--- src/liu_ctrl_defs.vh ---
// constants for the control-interface front end
`ifndef LIU_CTRL_DEFS_VH
`define LIU_CTRL_DEFS_VH

// ----------------------------------------
// control-interface strap codes
// ----------------------------------------
`define MODE_HW        2'h0
`define MODE_SERIAL    2'h1
`define MODE_PAR_A     2'h2
`define MODE_PAR_B     2'h3

// ----------------------------------------
// register offsets
// ----------------------------------------
`define OFS_GLOBAL_CONFIG  7'h02
`define OFS_IRQ_MASK_0     7'h14
`define OFS_IRQ_MASK_1     7'h15
`define OFS_IRQ_STATUS_0   7'h19
`define OFS_IRQ_STATUS_1   7'h1a

// ----------------------------------------
// fields and reset values
// ----------------------------------------
`define GCF_INT_STYLE_LSB  0
`define GCF_INT_STYLE_MSB  1
`define INT_PP_LOW         2'h0
`define INT_PP_HIGH        2'h1
`define INT_OPEN_DRAIN     2'h2
`define RST_GLOBAL_CONFIG  8'h00
`define RST_IRQ_MASK       8'hff
`define RST_IRQ_STATUS     8'h00
// select and strobes idle high, every other synced pin low
`define RST_SYNC_IDLE      23'h100180
`define RST_PATH_FLAGS     3'h0

// ----------------------------------------
// serial frame
// ----------------------------------------
`define SER_CMD_BITS       4'h7
`define SER_LAST_BIT       4'hf
`define SER_READ_BIT       7

// ----------------------------------------
// line path modes
// ----------------------------------------
`define PATH_SR_HDB3       2'h0
`define PATH_SR_AMI        2'h1
`define PATH_DR_CDR        2'h2
`define PATH_SLICER        2'h3

// ----------------------------------------
// strap settling after reset release
// ----------------------------------------
`define STRAP_SETTLE       2'h3

`endif

--- src/liu_control_interface_select.v ---
// control-interface select, host ports, interrupt pin and rx edge logic
`timescale 1ns/100ps
`include "liu_ctrl_defs.vh"

module liu_control_interface_select #(
   parameter SRC_W = 16
) (
   // clock and reset
   input  wire             i_clk,
   input  wire             i_rstn,
   // strap
   input  wire [1:0]       i_mode,
   // serial host port
   input  wire             i_cs_n,
   input  wire             i_sclk,
   input  wire             i_shift_edge_select,
   input  wire             i_serial_in,
   output wire             o_serial_out,
   // parallel host port
   input  wire [7:0]       i_ad,
   output wire [7:0]       o_ad,
   output wire             o_ad_oe,
   input  wire             i_ds_rd_n,
   input  wire             i_rw_wr_n,
   input  wire             i_ale_as,
   output wire             o_ack_rdy,
   // interrupt pin
   input  wire [SRC_W-1:0] i_irq_src,
   output wire             o_int,
   output wire             o_int_oe,
   // hardware mode pins
   input  wire             i_rx_clock_edge_select,
   input  wire [1:0]       i_line_path_mode,
   // receive path
   input  wire             i_rx_clk,
   input  wire             i_rx_pos,
   input  wire             i_rx_neg,
   output wire             o_rclk,
   output wire             o_rdp,
   output wire             o_rdn,
   output wire             o_dual_rail,
   output wire             o_ami,
   output wire             o_cdr_off,
   output wire             o_sw_mode
);

   // ----------------------------------------
   // input synchronisers
   // ----------------------------------------
   localparam SW = 23;
   wire [SW-1:0] async_in = {i_mode, i_cs_n, i_sclk, i_shift_edge_select,
      i_serial_in, i_ad, i_ds_rd_n, i_rw_wr_n, i_ale_as,
      i_rx_clock_edge_select, i_line_path_mode, i_rx_clk, i_rx_pos,
      i_rx_neg};
   reg  [SW-1:0] meta_reg;
   reg  [SW-1:0] sync_reg;

   always @(posedge i_clk or negedge i_rstn) begin
      if (!i_rstn) begin
         // idle levels, so no false edge is seen after reset
         meta_reg <= `RST_SYNC_IDLE;
         sync_reg <= `RST_SYNC_IDLE;
      end else begin
         meta_reg <= async_in;
         sync_reg <= meta_reg;
      end
   end

   wire [1:0] mode_s  = sync_reg[22:21];
   wire       cs_s    = ~sync_reg[20];
   wire       sclk_s  = sync_reg[19];
   wire       esel_s  = sync_reg[18];
   wire       sdi_s   = sync_reg[17];
   wire [7:0] ad_s    = sync_reg[16:9];
   wire       ds_s    = sync_reg[8];
   wire       rw_s    = sync_reg[7];
   wire       ale_s   = sync_reg[6];
   wire       rsel_s  = sync_reg[5];
   wire [1:0] path_s  = sync_reg[4:3];
   wire       rclk_s  = sync_reg[2];
   wire       rpos_s  = sync_reg[1];
   wire       rneg_s  = sync_reg[0];

   // ----------------------------------------
   // strap capture after reset release
   // ----------------------------------------
   // held static, so one capture is enough and mid-run glitches are moot
   reg [1:0] settle_reg;
   reg [1:0] mode_reg;
   reg       mode_ok_reg;
   reg       sw_reg;

   always @(posedge i_clk or negedge i_rstn) begin
      if (!i_rstn) begin
         settle_reg  <= 2'h0;
         mode_reg    <= `MODE_HW;
         mode_ok_reg <= 1'b0;
         sw_reg      <= 1'b0;
      end else if (!mode_ok_reg) begin
         settle_reg <= settle_reg + 2'h1;
         if (settle_reg == `STRAP_SETTLE) begin
            mode_reg    <= mode_s;
            mode_ok_reg <= 1'b1;
            sw_reg      <= (mode_s != `MODE_HW);
         end
      end
   end

   wire is_hw  = (mode_reg == `MODE_HW);
   wire is_ser = mode_ok_reg && (mode_reg == `MODE_SERIAL);
   wire is_pa  = mode_ok_reg && (mode_reg == `MODE_PAR_A);
   wire is_pb  = mode_ok_reg && (mode_reg == `MODE_PAR_B);

   // ----------------------------------------
   // register file
   // ----------------------------------------
   reg  [7:0]       gcf_reg;
   reg  [7:0]       mask0_reg;
   reg  [7:0]       mask1_reg;
   reg  [SRC_W-1:0] stat_reg;
   wire             wr_en;
   wire [6:0]       wr_addr;
   wire [7:0]       wr_data;
   wire             rd_en;
   wire [6:0]       rd_addr;

   function [7:0] rd_mux;
      input [6:0] a;
      begin
         if (a == `OFS_GLOBAL_CONFIG)
            rd_mux = gcf_reg;
         else if (a == `OFS_IRQ_MASK_0)
            rd_mux = mask0_reg;
         else if (a == `OFS_IRQ_MASK_1)
            rd_mux = mask1_reg;
         else if (a == `OFS_IRQ_STATUS_0)
            rd_mux = stat_reg[7:0];
         else if (a == `OFS_IRQ_STATUS_1)
            rd_mux = stat_reg[15:8];
         else
            rd_mux = 8'h00;
      end
   endfunction

   // status is sticky; a read clears it but a new event wins the cycle
   reg [SRC_W-1:0] stat_clr;
   always @* begin
      stat_clr = {SRC_W{1'b0}};
      if (rd_en && rd_addr == `OFS_IRQ_STATUS_0)
         stat_clr[7:0] = 8'hff;
      if (rd_en && rd_addr == `OFS_IRQ_STATUS_1)
         stat_clr[15:8] = 8'hff;
   end

   always @(posedge i_clk or negedge i_rstn) begin
      if (!i_rstn) begin
         gcf_reg   <= `RST_GLOBAL_CONFIG;
         mask0_reg <= `RST_IRQ_MASK;
         mask1_reg <= `RST_IRQ_MASK;
         stat_reg  <= {SRC_W{1'b0}};
      end else begin
         stat_reg <= (stat_reg & ~stat_clr) | i_irq_src;
         if (wr_en && wr_addr == `OFS_GLOBAL_CONFIG)
            gcf_reg <= wr_data;
         else if (wr_en && wr_addr == `OFS_IRQ_MASK_0)
            mask0_reg <= wr_data;
         else if (wr_en && wr_addr == `OFS_IRQ_MASK_1)
            mask1_reg <= wr_data;
      end
   end

   // ----------------------------------------
   // serial engine
   // ----------------------------------------
   reg        sclk_d_reg;
   reg  [3:0] bit_reg;
   reg  [7:0] sin_reg;
   reg  [7:0] cmd_reg;
   reg  [7:0] sout_reg;
   reg        sdo_reg;
   wire       ser_on   = is_ser && cs_s;
   wire       sclk_up  = ser_on && sclk_s && !sclk_d_reg;
   wire       sclk_dn  = ser_on && !sclk_s && sclk_d_reg;
   wire       act_edge = esel_s ? sclk_dn : sclk_up;
   wire [7:0] sin_next = {sin_reg[6:0], sdi_s};
   wire       cmd_done = sclk_up && bit_reg == `SER_CMD_BITS;
   wire       ser_rd   = sin_next[`SER_READ_BIT];
   wire       ser_wr   = sclk_up && bit_reg == `SER_LAST_BIT
                         && !cmd_reg[`SER_READ_BIT];
   wire [7:0] ser_rdata = rd_mux(sin_next[6:0]);

   always @(posedge i_clk or negedge i_rstn) begin
      if (!i_rstn) begin
         sclk_d_reg <= 1'b0;
         bit_reg    <= 4'h0;
         sin_reg    <= 8'h00;
         cmd_reg    <= 8'h00;
         sout_reg   <= 8'h00;
         sdo_reg    <= 1'b0;
      end else begin
         sclk_d_reg <= sclk_s;
         if (!ser_on) begin
            bit_reg <= 4'h0;
         end else begin
            if (sclk_up) begin
               sin_reg <= sin_next;
               bit_reg <= bit_reg + 4'h1;
            end
            if (cmd_done) begin
               cmd_reg <= sin_next;
               if (ser_rd && !esel_s) begin
                  sdo_reg  <= ser_rdata[7];
                  sout_reg <= {ser_rdata[6:0], 1'b0};
               end else if (ser_rd) begin
                  sout_reg <= ser_rdata;
               end else begin
                  sout_reg <= 8'h00;
               end
            end else if (act_edge && bit_reg[3]) begin
               sdo_reg  <= sout_reg[7];
               sout_reg <= {sout_reg[6:0], 1'b0};
            end
         end
      end
   end

   // ----------------------------------------
   // parallel engine
   // ----------------------------------------
   reg        ale_d_reg;
   reg  [6:0] paddr_reg;
   reg        act_d_reg;
   reg  [7:0] pdata_reg;
   reg        poe_reg;
   reg        ack_reg;
   wire       par_on = (is_pa || is_pb) && cs_s;
   // bus A: one data strobe plus read/write level; bus B: two strobes
   wire       p_rd   = par_on && (is_pa ? (!ds_s && rw_s) : !ds_s);
   wire       p_wr   = par_on && (is_pa ? (!ds_s && !rw_s) : !rw_s);
   wire       p_act  = p_rd || p_wr;
   wire       p_go   = p_act && !act_d_reg;

   always @(posedge i_clk or negedge i_rstn) begin
      if (!i_rstn) begin
         ale_d_reg <= 1'b0;
         paddr_reg <= 7'h00;
         act_d_reg <= 1'b0;
         pdata_reg <= 8'h00;
         poe_reg   <= 1'b0;
         ack_reg   <= 1'b1;
      end else begin
         ale_d_reg <= ale_s;
         act_d_reg <= p_act;
         if ((is_pa || is_pb) && cs_s && ale_d_reg && !ale_s)
            paddr_reg <= ad_s[6:0];
         if (p_go && p_rd)
            pdata_reg <= rd_mux(paddr_reg);
         poe_reg <= p_rd && act_d_reg;
         // bus A acknowledges low once the strobe is served
         // bus B shows ready low for one cycle only, the cycle after the access starts
         if (is_pa)
            ack_reg <= ~(p_act && act_d_reg);
         else
            ack_reg <= ~p_go;
      end
   end

   // ----------------------------------------
   // register access funnel
   // ----------------------------------------
   assign wr_en   = ser_wr || (p_go && p_wr);
   assign wr_addr = ser_wr ? cmd_reg[6:0] : paddr_reg;
   assign wr_data = ser_wr ? sin_next : ad_s;
   assign rd_en   = (cmd_done && ser_rd) || (p_go && p_rd);
   assign rd_addr = cmd_done ? sin_next[6:0] : paddr_reg;

   // ----------------------------------------
   // interrupt pin
   // ----------------------------------------
   reg        int_reg;
   reg        int_oe_reg;
   wire [1:0] style = gcf_reg[`GCF_INT_STYLE_MSB:`GCF_INT_STYLE_LSB];
   wire       irq   = !is_hw && mode_ok_reg &&
                      |(stat_reg & ~{mask1_reg, mask0_reg});

   always @(posedge i_clk or negedge i_rstn) begin
      if (!i_rstn) begin
         int_reg    <= 1'b1;
         int_oe_reg <= 1'b1;
      end else if (style == `INT_PP_HIGH) begin
         int_reg    <= irq;
         int_oe_reg <= 1'b1;
      end else if (style[1]) begin
         int_reg    <= 1'b0;
         int_oe_reg <= irq;
      end else begin
         int_reg    <= ~irq;
         int_oe_reg <= 1'b1;
      end
   end

   // ----------------------------------------
   // receive edge and path mode
   // ----------------------------------------
   reg        rclk_reg;
   reg        rdp_reg;
   reg        rdn_reg;
   reg  [2:0] path_reg;
   // software mode keeps the rising edge, since the edge-select pin is gated by is_hw
   wire       fall_sel = is_hw && rsel_s;
   wire       r_up     = rclk_s && !rclk_reg;
   wire       r_dn     = !rclk_s && rclk_reg;
   wire       r_act    = fall_sel ? r_dn : r_up;
   wire [1:0] path     = is_hw ? path_s : `PATH_SR_HDB3;

   always @(posedge i_clk or negedge i_rstn) begin
      if (!i_rstn) begin
         rclk_reg <= 1'b0;
         rdp_reg  <= 1'b0;
         rdn_reg  <= 1'b0;
         path_reg <= `RST_PATH_FLAGS;
      end else begin
         path_reg <= {path[1], path == `PATH_SR_AMI,
                      path == `PATH_SLICER};
         if (path == `PATH_SLICER)
            rclk_reg <= rpos_s ^ rneg_s;
         else
            rclk_reg <= rclk_s;
         if (r_act) begin
            rdp_reg <= rpos_s;
            rdn_reg <= path[1] ? rneg_s : 1'b0;
         end
      end
   end

   // ----------------------------------------
   // outputs
   // ----------------------------------------
   assign o_serial_out = sdo_reg;
   assign o_ad         = pdata_reg;
   assign o_ad_oe      = poe_reg;
   assign o_ack_rdy    = ack_reg;
   assign o_int        = int_reg;
   assign o_int_oe     = int_oe_reg;
   assign o_rclk       = rclk_reg;
   assign o_rdp        = rdp_reg;
   assign o_rdn        = rdn_reg;
   assign o_dual_rail  = path_reg[2];
   assign o_ami        = path_reg[1];
   assign o_cdr_off    = path_reg[0];
   assign o_sw_mode    = sw_reg;

endmodule // liu_control_interface_select

--- config.mk ---
export PLATFORM = sky130hd
export DESIGN_NAME = liu_control_interface_select
export DESIGN_NICKNAME = d
export VERILOG_FILES = /design/src/liu_control_interface_select.v
export VERILOG_INCLUDE_DIRS = /design/src
export SDC_FILE = /design/constraint.sdc
export NUM_CORES = 1
export LEC_CHECK = 0
export ABC_CLOCK_PERIOD_IN_PS = 2700
export BUFFER_PORTS_ARGS = -buffer_cell sky130_fd_sc_hd__clkbuf_2
export CAP_MARGIN = 20
export CORE_ASPECT_RATIO = 0.9
export CORE_MARGIN = 1
export CORE_UTILIZATION = 59
export DETAILED_ROUTE_END_ITERATION = 12
export HOLD_SLACK_MARGIN = 0.1
export PLACE_DENSITY_LB_ADDON = 0.05
export SLEW_MARGIN = 40
export SYNTH_ARGS = -nofsm -noshare
export SYNTH_HDL_FRONTEND = slang
export SYNTH_SLANG_ARGS = --single-unit
--- constraint.sdc ---
create_clock -name i_clk -period 2.7 [get_ports i_clk]
set_clock_uncertainty 0.1 [all_clocks]
set_input_delay 0.135 -clock i_clk [delete_from_list [all_inputs] [get_ports i_clk]]
set_output_delay 0.135 -clock i_clk [all_outputs]
set_load 0.05 [all_outputs]
* Yosys cells after proc, flatten, opt, wreduce, memory -nomap -nowiden *
Cells that the tools add are included.

cells by class
  $add $sub $neg = 2
  muxes and demuxes = 38
  equality and inequality tests = 26
  bitwise operators = 13
  reductions and logical operators = 62

operators by type and width
  cell                                                             number
  8-bit two-way mux                                                17
  7-bit by 5-bit == test with 1-bit output, second input constant  12
  1-bit logical AND                                                36
  16-bit bitwise AND                                               2
  16-bit NOT                                                       2
  7-bit by 2-bit == test with 1-bit output, second input constant  3
  1-bit two-way mux                                                16
  16-bit bitwise OR                                                1
  16-bit OR reduction                                              1
  7-bit two-way mux                                                2
  1-bit zero test                                                  11
  2-bit AND reduction                                              5
  2-bit == test, second input constant                             4
  4-bit two-way mux                                                2
  1-bit NOT                                                        7
  2-bit by 1-bit == test with 1-bit output, second input constant  3
  3-bit AND reduction                                              2
  4-bit by 1-bit adder with 4-bit output, second input constant    1
  4-bit by 3-bit == test with 1-bit output, second input constant  1
  4-bit == test, second input constant                             1
  1-bit logical OR                                                 4
  2-bit by 1-bit != test with 1-bit output, second input constant  2
  2-bit nonzero test                                               2
  2-bit by 1-bit adder with 2-bit output, second input constant    1
  other kinds (3)                                                  3

word-level totals
  output and inout port bits = 20
  word-level logic and storage cells = 169
  bits in registers = 148

* Longest topological paths before layout *
Gate-level depths: netlist of run 1.

  depth in word-level cells = 14
  gate-level depth with buffers = 7
  mapped depth without buffers = 6

* Least setup slack after synthesis of run 1 *
No wires, ideal clock.

  kind = register -> register
  start = reg bit_reg[0]
  end = reg mask1_reg[0]
  data required time = 2.518 ns
  clock period less this slack = 2.056 ns
  setup slack = 0.644 ns
  arrival time = 1.874 ns
  cell stages (with the launch flop) = 7
  cell sequence = dfrtp_1 > ha_1 > nand4b_1 > nor4_4 > a22oi_1 > o21bai_4 > mux2_2

between the ends
  word-level cells in the longest chain between the ends = 8
  elaborated cells between the ends (all ways) = 15

ends and longest elaborated chain
  element                                                                                                                line                                RTL
  from (decl)                                                                                                            liu_control_interface_select.v:176  reg [3:0] bit_reg;
  from (signal assigned)                                                                                                 liu_control_interface_select.v:207  bit_reg <= bit_reg + 4'h1;
  4-bit == test (no line) (*)                                                                                            -
  1-bit logical AND (no line) (*)                                                                                        -
  1-bit logical AND (*)                                                                                                  liu_control_interface_select.v:188  wire ser_wr = sclk_up && bit_reg == `SER_LAST_BIT
  7-bit two-way mux                                                                                                      liu_control_interface_select.v:272  assign wr_addr = ser_wr ? cmd_reg[6:0] : paddr_reg;
  7-bit by 5-bit == test with 1-bit output (no line) / 7-bit by 2-bit == test with 1-bit output (equally long branches)  -
  1-bit logical AND (no line)                                                                                            -
  1-bit NOT (no line)                                                                                                    -
  3-bit AND reduction (no line)                                                                                          -
  to (signal assigned)                                                                                                   liu_control_interface_select.v:159  mask1_reg <= `RST_IRQ_MASK;
  to (signal assigned)                                                                                                   liu_control_interface_select.v:168  mask1_reg <= wr_data;
  to (decl)                                                                                                              liu_control_interface_select.v:119  reg [7:0] mask1_reg;

Every way passes the cells marked *; elsewhere a longest branch is shown, timed or not.
A chain may end at the register's enable or synchronous reset.

* Worst setup path after layout of run 1 *
  start = reg bit_reg[0]
  end = reg mask0_reg[2]

between the ends
  word-level cells in the longest chain between the ends = 8
  elaborated cells between the ends (all ways) = 12

ends and longest elaborated chain
  element                                             line                                RTL
  4-bit == test (no line) (*)                         -
  1-bit logical AND (no line) (*)                     -
  1-bit logical AND (*)                               liu_control_interface_select.v:188
  7-bit two-way mux                                   liu_control_interface_select.v:272
  7-bit by 2-bit == test with 1-bit output (no line)  -
  1-bit logical AND (no line)                         -
  1-bit NOT (no line)                                 -
  2-bit AND reduction (no line)                       -
  to (signal assigned)                                liu_control_interface_select.v:158  mask0_reg <= `RST_IRQ_MASK;
  to (signal assigned)                                liu_control_interface_select.v:166  mask0_reg <= wr_data;
  to (decl)                                           liu_control_interface_select.v:118  reg [7:0] mask0_reg;

Marked as above.

==> impl_metrics.csv, run 1 <==
group,metric,value,unit
run_status,status,"finished with violations",
run_status,failed_checks,"DRC",
detailed_routing,drtPass1Iterations,9,
clocking,clock_sinks,148,
critical_path,cp_data_arrival_time,2.68,ns
power,p_comb_share,13.4,%
logic_synthesis,synthArstFlopShare,100,%
critical_path,cp-end-kind,"register",
power,p_clk_share,41.5,%
power,power_density,725,nW/um2
global_routing,grt_pass1_vias,4929,
logic_synthesis,syn_nets,564,
logic_synthesis,synth_edf_count,0,
timing,worstMarginPinSlew,0.862,ns
detailed_routing,drc,2,
clocking,postCtsSetupBuffers,0,
floorplanning,die_w,112,um
global_routing,grtUsageTotal,32.0,%
finish,drive_gt1_share,31.4,%
power,p_int,0.00410,W
placed_design,dp.final_hpwl,11.1,mm
critical_path,worstSetupPathType,"register to register",
clocking,cts_buffers,17,
finish,diodes,0,
logic_synthesis,syn-instance-count,521,
critical_path,start_kind,"register",
timing,rsz0062_at_grt,"no",
critical_path,crit_fanout,13,
global_routing,antenna_found_initial,0,
placed_design,place.gp.congestion,0.902,
floorplanning,die_h,101,um
floorplanning,io_pins,61,
timing,fmax,412,MHz
logic_synthesis,yosys_warnings,0,
power,pwr-share-seq,45.1,%
finish,layout.nets,683,
finish,fillers,654,
timing,final.period_utilization,89.9,%
detailed_routing,drtAntennaViolNets,0,
placed_design,numPortBuffers,60,
finish,final_cell_area,7950,um2
global_routing,grt.overflow.total,0,
run,cap_viol_max_count,0,
timing,fin_tns_setup,0,ns
clocking,cts_tree,"yes",
critical_path,cp.required,2.95,ns
floorplanning,dieArea,11300,um2
logic_synthesis,synth-seq-cells,148,
floorplanning,placementRows,35,
clocking,clkLatencyLatePin,0.42,ns
power,fin_total_pwr,0.00577,W
clocking,cts-root-buf,"clkbuf_16",
power,switchingPower,0.00166,W
placed_design,dpl_cell_area,6940,um2
timing,hold_viol,0,
detailed_routing,post_drt_via_cell_ratio,6.25,
timing,setup_viol,0,
finish,final_cell_mix,"dfrtp_1, clkbuf_2, mux2_2",
detailed_routing,route.final.wire_length,16.8,mm
clocking,clock_path_buffers,2,
logic_synthesis,ys_types,69,
timing,min_period,2.43,ns
power,peakVddDrop,0.643,mV
hold_path,hold_path_class,"input pin to asynchronous set/reset pin",
clocking,clkTransAtPathRegs,0.06,ns
detailed_routing,drt_iter0_drc,419,
logic_synthesis,seq_area_frac_synth,58.2,%
detailed_routing,wire_per_inst,21.4,um
floorplanning,start_util,61.6,%
clocking,postCtsHoldBufs,41,
logic_synthesis,syn_avg_cell_area,12.3,um2
finish,layout_commonest_cell,"dfrtp_1",
detailed_routing,num_vias,4886,
floorplanning,core,10400,um2
power,leakage,3.41,nW
global_routing,grt_pass1_wl,26.6,mm
clocking,cts_resized,0,
logic_synthesis,ys.flop_type,"dfrtp_1",
global_routing,grt_start_max_net_pins,86,
power,p_sw_share,28.8,%
logic_synthesis,syn_area,6420,um2
clocking,htreeDepth,4,
timing,slew_viol_final,0,
timing,slew_headroom,42.4,%
finish,area_growth_syn_to_layout,23.8,%
Yosys cell counts, types with 8 or more instances:
| library cell | instances | share of area, % |
|---|---|---|
| dfrtp_1 | 123 | 48 |
| mux2_2 | 53 | 9.3 |
| nand2_1 | 40 | 2.3 |
| nor2_1 | 28 | 1.6 |
| dfstp_2 | 25 | 10 |
| nor2b_1 | 21 | 2.0 |
| a21o_1 | 19 | 2.2 |
| a21oi_1 | 12 | 0.94 |
| nand3_1 | 12 | 0.94 |
| o22ai_1 | 11 | 1.1 |
| a211oi_1 | 9 | 1.1 |
| a222oi_1 | 9 | 1.4 |
| clkbuf_1 | 9 | 0.53 |
| inv_1 | 9 | 0.53 |
| nor3_1 | 9 | 0.70 |
| a22oi_1 | 8 | 0.94 |
path summary, 6_finish.rpt:
path	start	to	slack [ns]	cells after the start
min in group i_clk	meta_reg[0]	sync_reg[0]	0.24	0
max in group asynchronous	i_rstn	meta_reg[8]	1.84	3
max	bit_reg[0]	mask0_reg[2]	0.27	7
min	i_rstn	o_int_oe	0.13	2
min reg2reg	meta_reg[0]	sync_reg[0]	0.24	0
max reg2reg	bit_reg[0]	mask0_reg[2]	0.27	7
cell type report:
cell class / count / area [um2] / area share (%)
flip-flops and latches: 148 / 3730 / 47.0
multi-input cells: 347 / 2570 / 32.4
inverters: 9 / 33.8 / 0.425
clock buffers: 18 / 429 / 5.40
clock inverters: 14 / 170 / 2.14
repair buffers: 117 / 845 / 10.6
well taps: 129 / 161 / 2.03
metal layers:
metal / GRT usage (%) / wire length [um] / up-vias
li1: - / - / 2188
met1: 44.4 / 7350 / 2437
met2: 47.7 / 7580 / 216
met3: 8.24 / 1370 / 45
met4: 15.1 / 465 / 0
met5: 0 / 0 / -
metrics by stage:
step | cells | setup WS, ns | hold WS [ns] | util (%)
final | 782 | 0.273 | 0.131 | 76.3
after global routing | 782 | 0.180 | 0.133 | 76.3
after CTS | 782 | 0.265 | 0.127 | 76.3
after detailed placement | 709 | 0.287 | -0.115 | 66.6
after global placement | 709 | 0.271 | -0.119 | 66.5
after floorplan | 521 | 0.644 | -0.261 | -
power by group through the flow:
stage | sequential, W | combinational, W | clock (W)
after floorplan | 0.00270 | 0.000345 | 0
final | 0.00260 | 0.000772 | 0.00240
after global placement | 0.00262 | 0.000699 | 0
after CTS | 0.00259 | 0.000767 | 0.00242
after global routing | 0.00262 | 0.000825 | 0.00251
after detailed placement | 0.00262 | 0.000714 | 0
cells by family after synthesis:
family / synth area share, %
AND/OR/NAND/NOR: 15.5
flip-flops: 58.2
AO/OA/AOI/OAI: 13.6
multiplexers: 9.60
buffers and inverters: 1.93
XOR/XNOR: 0.818
adder cells (fa/ha/maj): 0.390
critical path: stages (launching register included):
cell      delay, ns
dfrtp_1        0.41
ha_1           0.24
nand4b_1       0.23
nor4_4         0.08
buf_4          0.20
or3_1          0.40
a21oi_4        0.32
mux2_2         0.38
Note: power is estimated with default switching activity, not from simulation.
==> run 2, diff against run 1 <==
--- a/config.mk
+++ b/config.mk
@@ -10,8 +10,8 @@
 export BUFFER_PORTS_ARGS = -buffer_cell sky130_fd_sc_hd__clkbuf_2
 export CAP_MARGIN = 20
 export CORE_ASPECT_RATIO = 0.9
-export CORE_MARGIN = 1
-export CORE_UTILIZATION = 59
+export CORE_MARGIN = 2
+export CORE_UTILIZATION = 35
 export DETAILED_ROUTE_END_ITERATION = 12
 export HOLD_SLACK_MARGIN = 0.1
 export PLACE_DENSITY_LB_ADDON = 0.05
==> impl_metrics.csv, run 2 (synthesis gave the netlist of run 1 again) <==
group,metric,value,unit
floorplanning,placementRows,46,
finish,final_cell_area,8140,um2
placed_design,numPortBuffers,60,
finish,multi_input_area,2570,um2
finish,seq_area,3730,um2
critical_path,critPathLaunch,"bit_reg[0]",
detailed_routing,drtAntennaViolNets,0,
detailed_routing,wire_per_inst,19.0,um
run_status,status,"finished clean",
critical_path,worstSetupPathType,"register to register",
global_routing,grt_pass1_wl,27.8,mm
critical_path,setup.worst_path.end,"mask0_reg[0]",
power,p_comb_share,13.5,%
timing,fmax,406,MHz
finish,area_growth_syn_to_layout,26.8,%
critical_path,cp_data_arrival_time,2.71,ns
clocking,clkTransAtPathRegs,0.06,ns
critical_path,timing.rr.start,"bit_reg[0]",
timing,hold_slack,0.234,ns
timing,fin_tns_setup,0,ns
power,leakage,3.46,nW
power,pwr-share-seq,45.4,%
finish,layout_commonest_cell,"dfrtp_1",
timing,final.period_utilization,91.1,%
critical_path,reg2reg_to,"mask0_reg[0]",
detailed_routing,route.final.wire_length,17.2,mm
floorplanning,core,17800,um2
timing,min_period,2.46,ns
critical_path,start_kind,"register",
global_routing,grt_pass1_vias,4892,
global_routing,grt.overflow.total,0,
timing,hold_viol,0,
finish,final_cell_mix,"dfrtp_1, clkbuf_2, mux2_2",
placed_design,place.gp.congestion,0.909,
power,p_int,0.00416,W
floorplanning,start_util,36.1,%
global_routing,grtUsageTotal,18.8,%
critical_path,crit_fanout,13,
detailed_routing,num_vias,4719,
detailed_routing,highest_layer,"met4",
critical_path,r2r_setup_slack,0.24,ns
finish,diodes,0,
clocking,clock_sinks,148,
timing,rsz0062_at_grt,"no",
clocking,cts_tree,"yes",
power,power_density,704,nW/um2
critical_path,reg2reg_depth,7,
global_routing,antenna_found_initial,0,
clocking,cts_buffers,17,
finish,drive_gt1_share,32.0,%
power,fin_total_pwr,0.00574,W
timing,slew_viol_final,0,
timing,slew_headroom,48.6,%
power,switchingPower,0.00158,W
clocking,clock_path_buffers,2,
placed_design,dp.final_hpwl,12.6,mm
critical_path,cp.required,2.95,ns
clocking,cts_resized,0,
detailed_routing,drt_iter0_drc,433,
hold_path,hold_path_class,"input pin to asynchronous set/reset pin",
clocking,htreeDepth,4,
power,p_clk_share,41.0,%
run,cap_viol_max_count,0,
finish,fillers,1667,
detailed_routing,post_drt_via_cell_ratio,5.23,
floorplanning,die_w,147,um
finish,layout.nets,692,
floorplanning,io_pins,61,
detailed_routing,wl_met1,8.39,mm
power,p_sw_share,27.5,%
critical_path,cp-end-kind,"register",
clocking,clkLatencyLatePin,0.42,ns
detailed_routing,wl_met3,939,um
timing,setup_viol,0,
detailed_routing,dr_wl_met2,7.50,mm
power,peakVddDrop,0.439,mV
timing,worstMarginPinSlew,0.770,ns
detailed_routing,drtPass1Iterations,9,
floorplanning,die_h,133,um
detailed_routing,drc,0,
floorplanning,dieArea,19500,um2
global_routing,grt_start_max_net_pins,84,
clocking,cts-root-buf,"clkbuf_16",
placed_design,dpl_cell_area,7130,um2
-- run 2: cell count changes in the layout (fill, tap and decap cells not counted), sizes merged --
cell	before	now
bufinv	2	1
buf	18	26
clkbuf	77	83
clkinvlp	2	1
inv	15	12
-- run 2: worst min path at each step --
stage | slack, ns | depth (start not counted) | end | startpoint
global route | 0.24 | 2 | meta_reg[12] | i_ad[3]
global placement | 0.12 | 1 | meta_reg[8] | i_ds_rd_n
floorplan | -0.26 | 0 | act_d_reg | i_rstn
detailed placement | 0.13 | 1 | meta_reg[7] | i_rw_wr_n
finish | 0.23 | 2 | bit_reg[0] | i_rstn
CTS | 0.23 | 2 | meta_reg[0] | i_rx_neg
-- run 2: area by class of cell --
| cell class | count | share of cell area [%] |
|---|---|---|
| flip-flops and latches | 148 | 45.9 |
| repair buffers | 126 | 11.1 |
| inverters | 9 | 0.415 |
| clock inverters | 9 | 1.09 |
| clock buffers | 23 | 6.27 |
| multi-input cells | 347 | 31.6 |
| well taps | 240 | 3.69 |
-- run 2: critical path, cell delays in order (launching register included) --
cell,delay (ns)
dfrtp_1,0.41
ha_1,0.24
nand4b_1,0.24
nor4_4,0.08
buf_4,0.20
or3_1,0.40
a21oi_4,0.34
mux2_2,0.38
-- run 2: through the flow --
stage	utilization, %	worst slack, ns	cells
2_1_floorplan	-	0.644	521
3_3_place_gp	40.1	0.319	830
3_5_place_dp	40.1	0.260	830
4_1_cts	45.7	0.257	902
5_1_grt	45.8	0.125	902
6_report	45.8	0.240	902
-- run 2: layer usage --
layer,up-vias,global-route usage [%]
met2,141,27.3
li1,2209,-
met3,22,4.66
met4,0,6.04
met5,-,0
met1,2347,27.5
-- run 2: timing repair --
item | in CTS | in global routing
hold buffers | 40 | 0
setup buffers | 0 | 0
hold endpoints to repair | 99 | 0
-- run 2: power by group through the flow --
| stage | registers (W) | clock network (W) | logic, W |
|---|---|---|---|
| after floorplan | 0.00270 | 0 | 0.000345 |
| after global placement | 0.00263 | 0 | 0.000727 |
| after detailed placement | 0.00264 | 0 | 0.000733 |
| after CTS | 0.00260 | 0.00243 | 0.000781 |
| after global routing | 0.00263 | 0.00255 | 0.000841 |
| final | 0.00261 | 0.00235 | 0.000776 |
==> run 3, diff against run 2 <==
--- a/config.mk
+++ b/config.mk
@@ -6,14 +6,14 @@
 export SDC_FILE = /design/constraint.sdc
 export NUM_CORES = 1
 export LEC_CHECK = 0
-export ABC_CLOCK_PERIOD_IN_PS = 2700
+export ABC_CLOCK_PERIOD_IN_PS = 2300
 export BUFFER_PORTS_ARGS = -buffer_cell sky130_fd_sc_hd__clkbuf_2
-export CAP_MARGIN = 20
 export CORE_ASPECT_RATIO = 0.9
 export CORE_MARGIN = 2
 export CORE_UTILIZATION = 35
 export DETAILED_ROUTE_END_ITERATION = 12
 export HOLD_SLACK_MARGIN = 0.1
+export MAX_ROUTING_LAYER = met4
 export PLACE_DENSITY_LB_ADDON = 0.05
 export SLEW_MARGIN = 40
 export SYNTH_ARGS = -nofsm -noshare
==> constraint.sdc (replaced) <==
create_clock -name i_clk -period 2.3 [get_ports i_clk]
set_clock_uncertainty 0.1 [all_clocks]
set_input_delay 0.115 -clock i_clk [delete_from_list [all_inputs] [get_ports i_clk]]
set_output_delay 0.115 -clock i_clk [all_outputs]
set_load 0.05 [all_outputs]
==> impl_metrics.csv, run 3 (synthesis gave the netlist of run 1 again) <==
group,metric,value,unit
detailed_routing,drc,0,
timing,setup_ws,-0.00902,ns
timing,worstMarginPinSlew,0.689,ns
run_status,status,"finished with violations",
detailed_routing,drtAntennaViolNets,0,
critical_path,worstSetupPathType,"register to register",
critical_path,start_kind,"register",
timing,hold_viol,0,
finish,layout.nets,733,
critical_path,critPathSlowestCell,"nor4_4",
clocking,cts-root-buf,"clkbuf_16",
global_routing,grt_start_max_net_pins,63,
critical_path,cp_cell_sequence,"ha_2 > nand4b_1 > nor4_4 > buf_4 > buf_8 > mux2_2 > mux2_2",
floorplanning,core,17800,um2
detailed_routing,wire_per_inst,19.3,um
clocking,htreeDepth,4,
timing,slew_viol_final,0,
critical_path,critPathMaxStageDelay,0.38,ns
critical_path,crit_buf_inv,2,
placed_design,dpl_cell_area,7440,um2
floorplanning,dieArea,19500,um2
finish,final_cell_area,8510,um2
critical_path,cpLargestDelayFamily,"multiplexers",
power,leakage,3.70,nW
hold_path,hold_path_class,"input pin to asynchronous set/reset pin",
clocking,cts_buffers,17,
detailed_routing,drtPass1Iterations,5,
power,power_density,797,nW/um2
timing,rsz0062_at_grt,"yes",
global_routing,grt_pass1_wl,29.1,mm
floorplanning,io_pins,61,
critical_path,cp.required,2.51,ns
detailed_routing,post_drt_via_cell_ratio,5.27,
placed_design,numPortBuffers,60,
detailed_routing,route.final.wire_length,18.2,mm
critical_path,r2r_setup_slack,-0.009,ns
global_routing,grt.overflow.total,0,
floorplanning,placementRows,46,
run_status,failed_checks,"setup timing",
critical_path,cp-end-kind,"register",
global_routing,grtUsageTotal,20.2,%
floorplanning,start_util,36.1,%
global_routing,grt_pass1_vias,5122,
timing,final.period_utilization,100,%
timing,fmax,433,MHz
critical_path,crit_top_cell,"mux2_2",
power,peakVddDrop,0.474,mV
global_routing,antenna_found_initial,0,
clocking,clkLatencyLatePin,0.43,ns
detailed_routing,num_vias,4972,
finish,final_cell_mix,"dfrtp_1, buf_4, clkbuf_2",
finish,layout_commonest_cell,"dfrtp_1",
placed_design,dp.final_hpwl,13.3,mm
timing,setup_viol,3,
critical_path,crit_fanout,8,
clocking,cts_tree,"yes",
floorplanning,die_w,147,um
critical_path,cp_data_arrival_time,2.51,ns
finish,diodes,0,
clocking,clkTransAtPathRegs,0.06,ns
timing,slew_headroom,53.5,%
finish,final_util,47.9,%
clocking,clock_path_buffers,2,
clocking,clock_sinks,148,
placed_design,place.gp.congestion,0.929,
floorplanning,die_h,133,um
finish,drive_gt1_share,37.0,%
finish,area_growth_syn_to_layout,32.5,%
detailed_routing,drt_iter0_drc,522,
timing,min_period,2.31,ns
run,cap_viol_max_count,0,
-- run 3: changes by cell type in the layout (fill, tap and decap cells not counted), moves of 3 or more --
cell,delta
buf_4,+38
mux2_2,-4
clkbuf_8,-3
inv_6,+5
mux2_4,+4
-- run 3: per-stage QoR --
step                      power (W)  cells  setup TNS (ns)  setup slack [ns]  hold slack [ns]
after floorplan             0.00357    521               0             0.244           -0.281
after global placement      0.00401    868               0            0.0124          0.00195
after detailed placement    0.00402    868               0            0.0440          0.00866
after CTS                   0.00684    940               0            0.0346            0.134
after global routing        0.00710    943          -0.990           -0.0881            0.138
final                       0.00678    943         -0.0169          -0.00902            0.111
-- run 3: layout make-up --
cell class                 instances  area, um2
clock buffer                      18        429
fill                            1657       9270
inverter                           9       33.8
multi-input combinational        347       2630
timing repair buffer             167       1240
tap                              240        300
clock inverter                    14        141
sequential                       148       3730
-- run 3: metal layers --
metal,part of all wire (%),vias up,track usage [%]
met5,0,-,-
met4,1.2,0,5.77
met3,6.2,19,4.28
met2,44,165,28.0
met1,49,2501,29.6
li1,-,2287,-
-- run 3: what timing repair did --
item                                    CTS  global route
hold buffers                             40             0
endpoints found under the setup margin    0            28
hold endpoints to repair                175             0
setup buffers                             0             3
resized for setup                         0            15
-- run 3: final timing paths --
kind / start / to / cells after the start
max in group asynchronous: i_rstn / sout_reg[7] / 3
setup reg to reg: bit_reg[0] / gcf_reg[4] / 7
hold / removal: i_rstn / sync_reg[18] / 2
min in group i_clk: i_line_path_mode[1] / meta_reg[4] / 2
hold reg to reg: meta_reg[16] / sync_reg[16] / 0
setup / recovery: bit_reg[0] / gcf_reg[4] / 7
-- run 3: power by group --
group	total [W]	leakage [nW]	switching, W	internal (W)
sequential	0.00303	1.74	0.000210	0.00282
combinational	0.00102	1.68	0.000588	0.000429
clock	0.00273	0.273	0.00121	0.00152
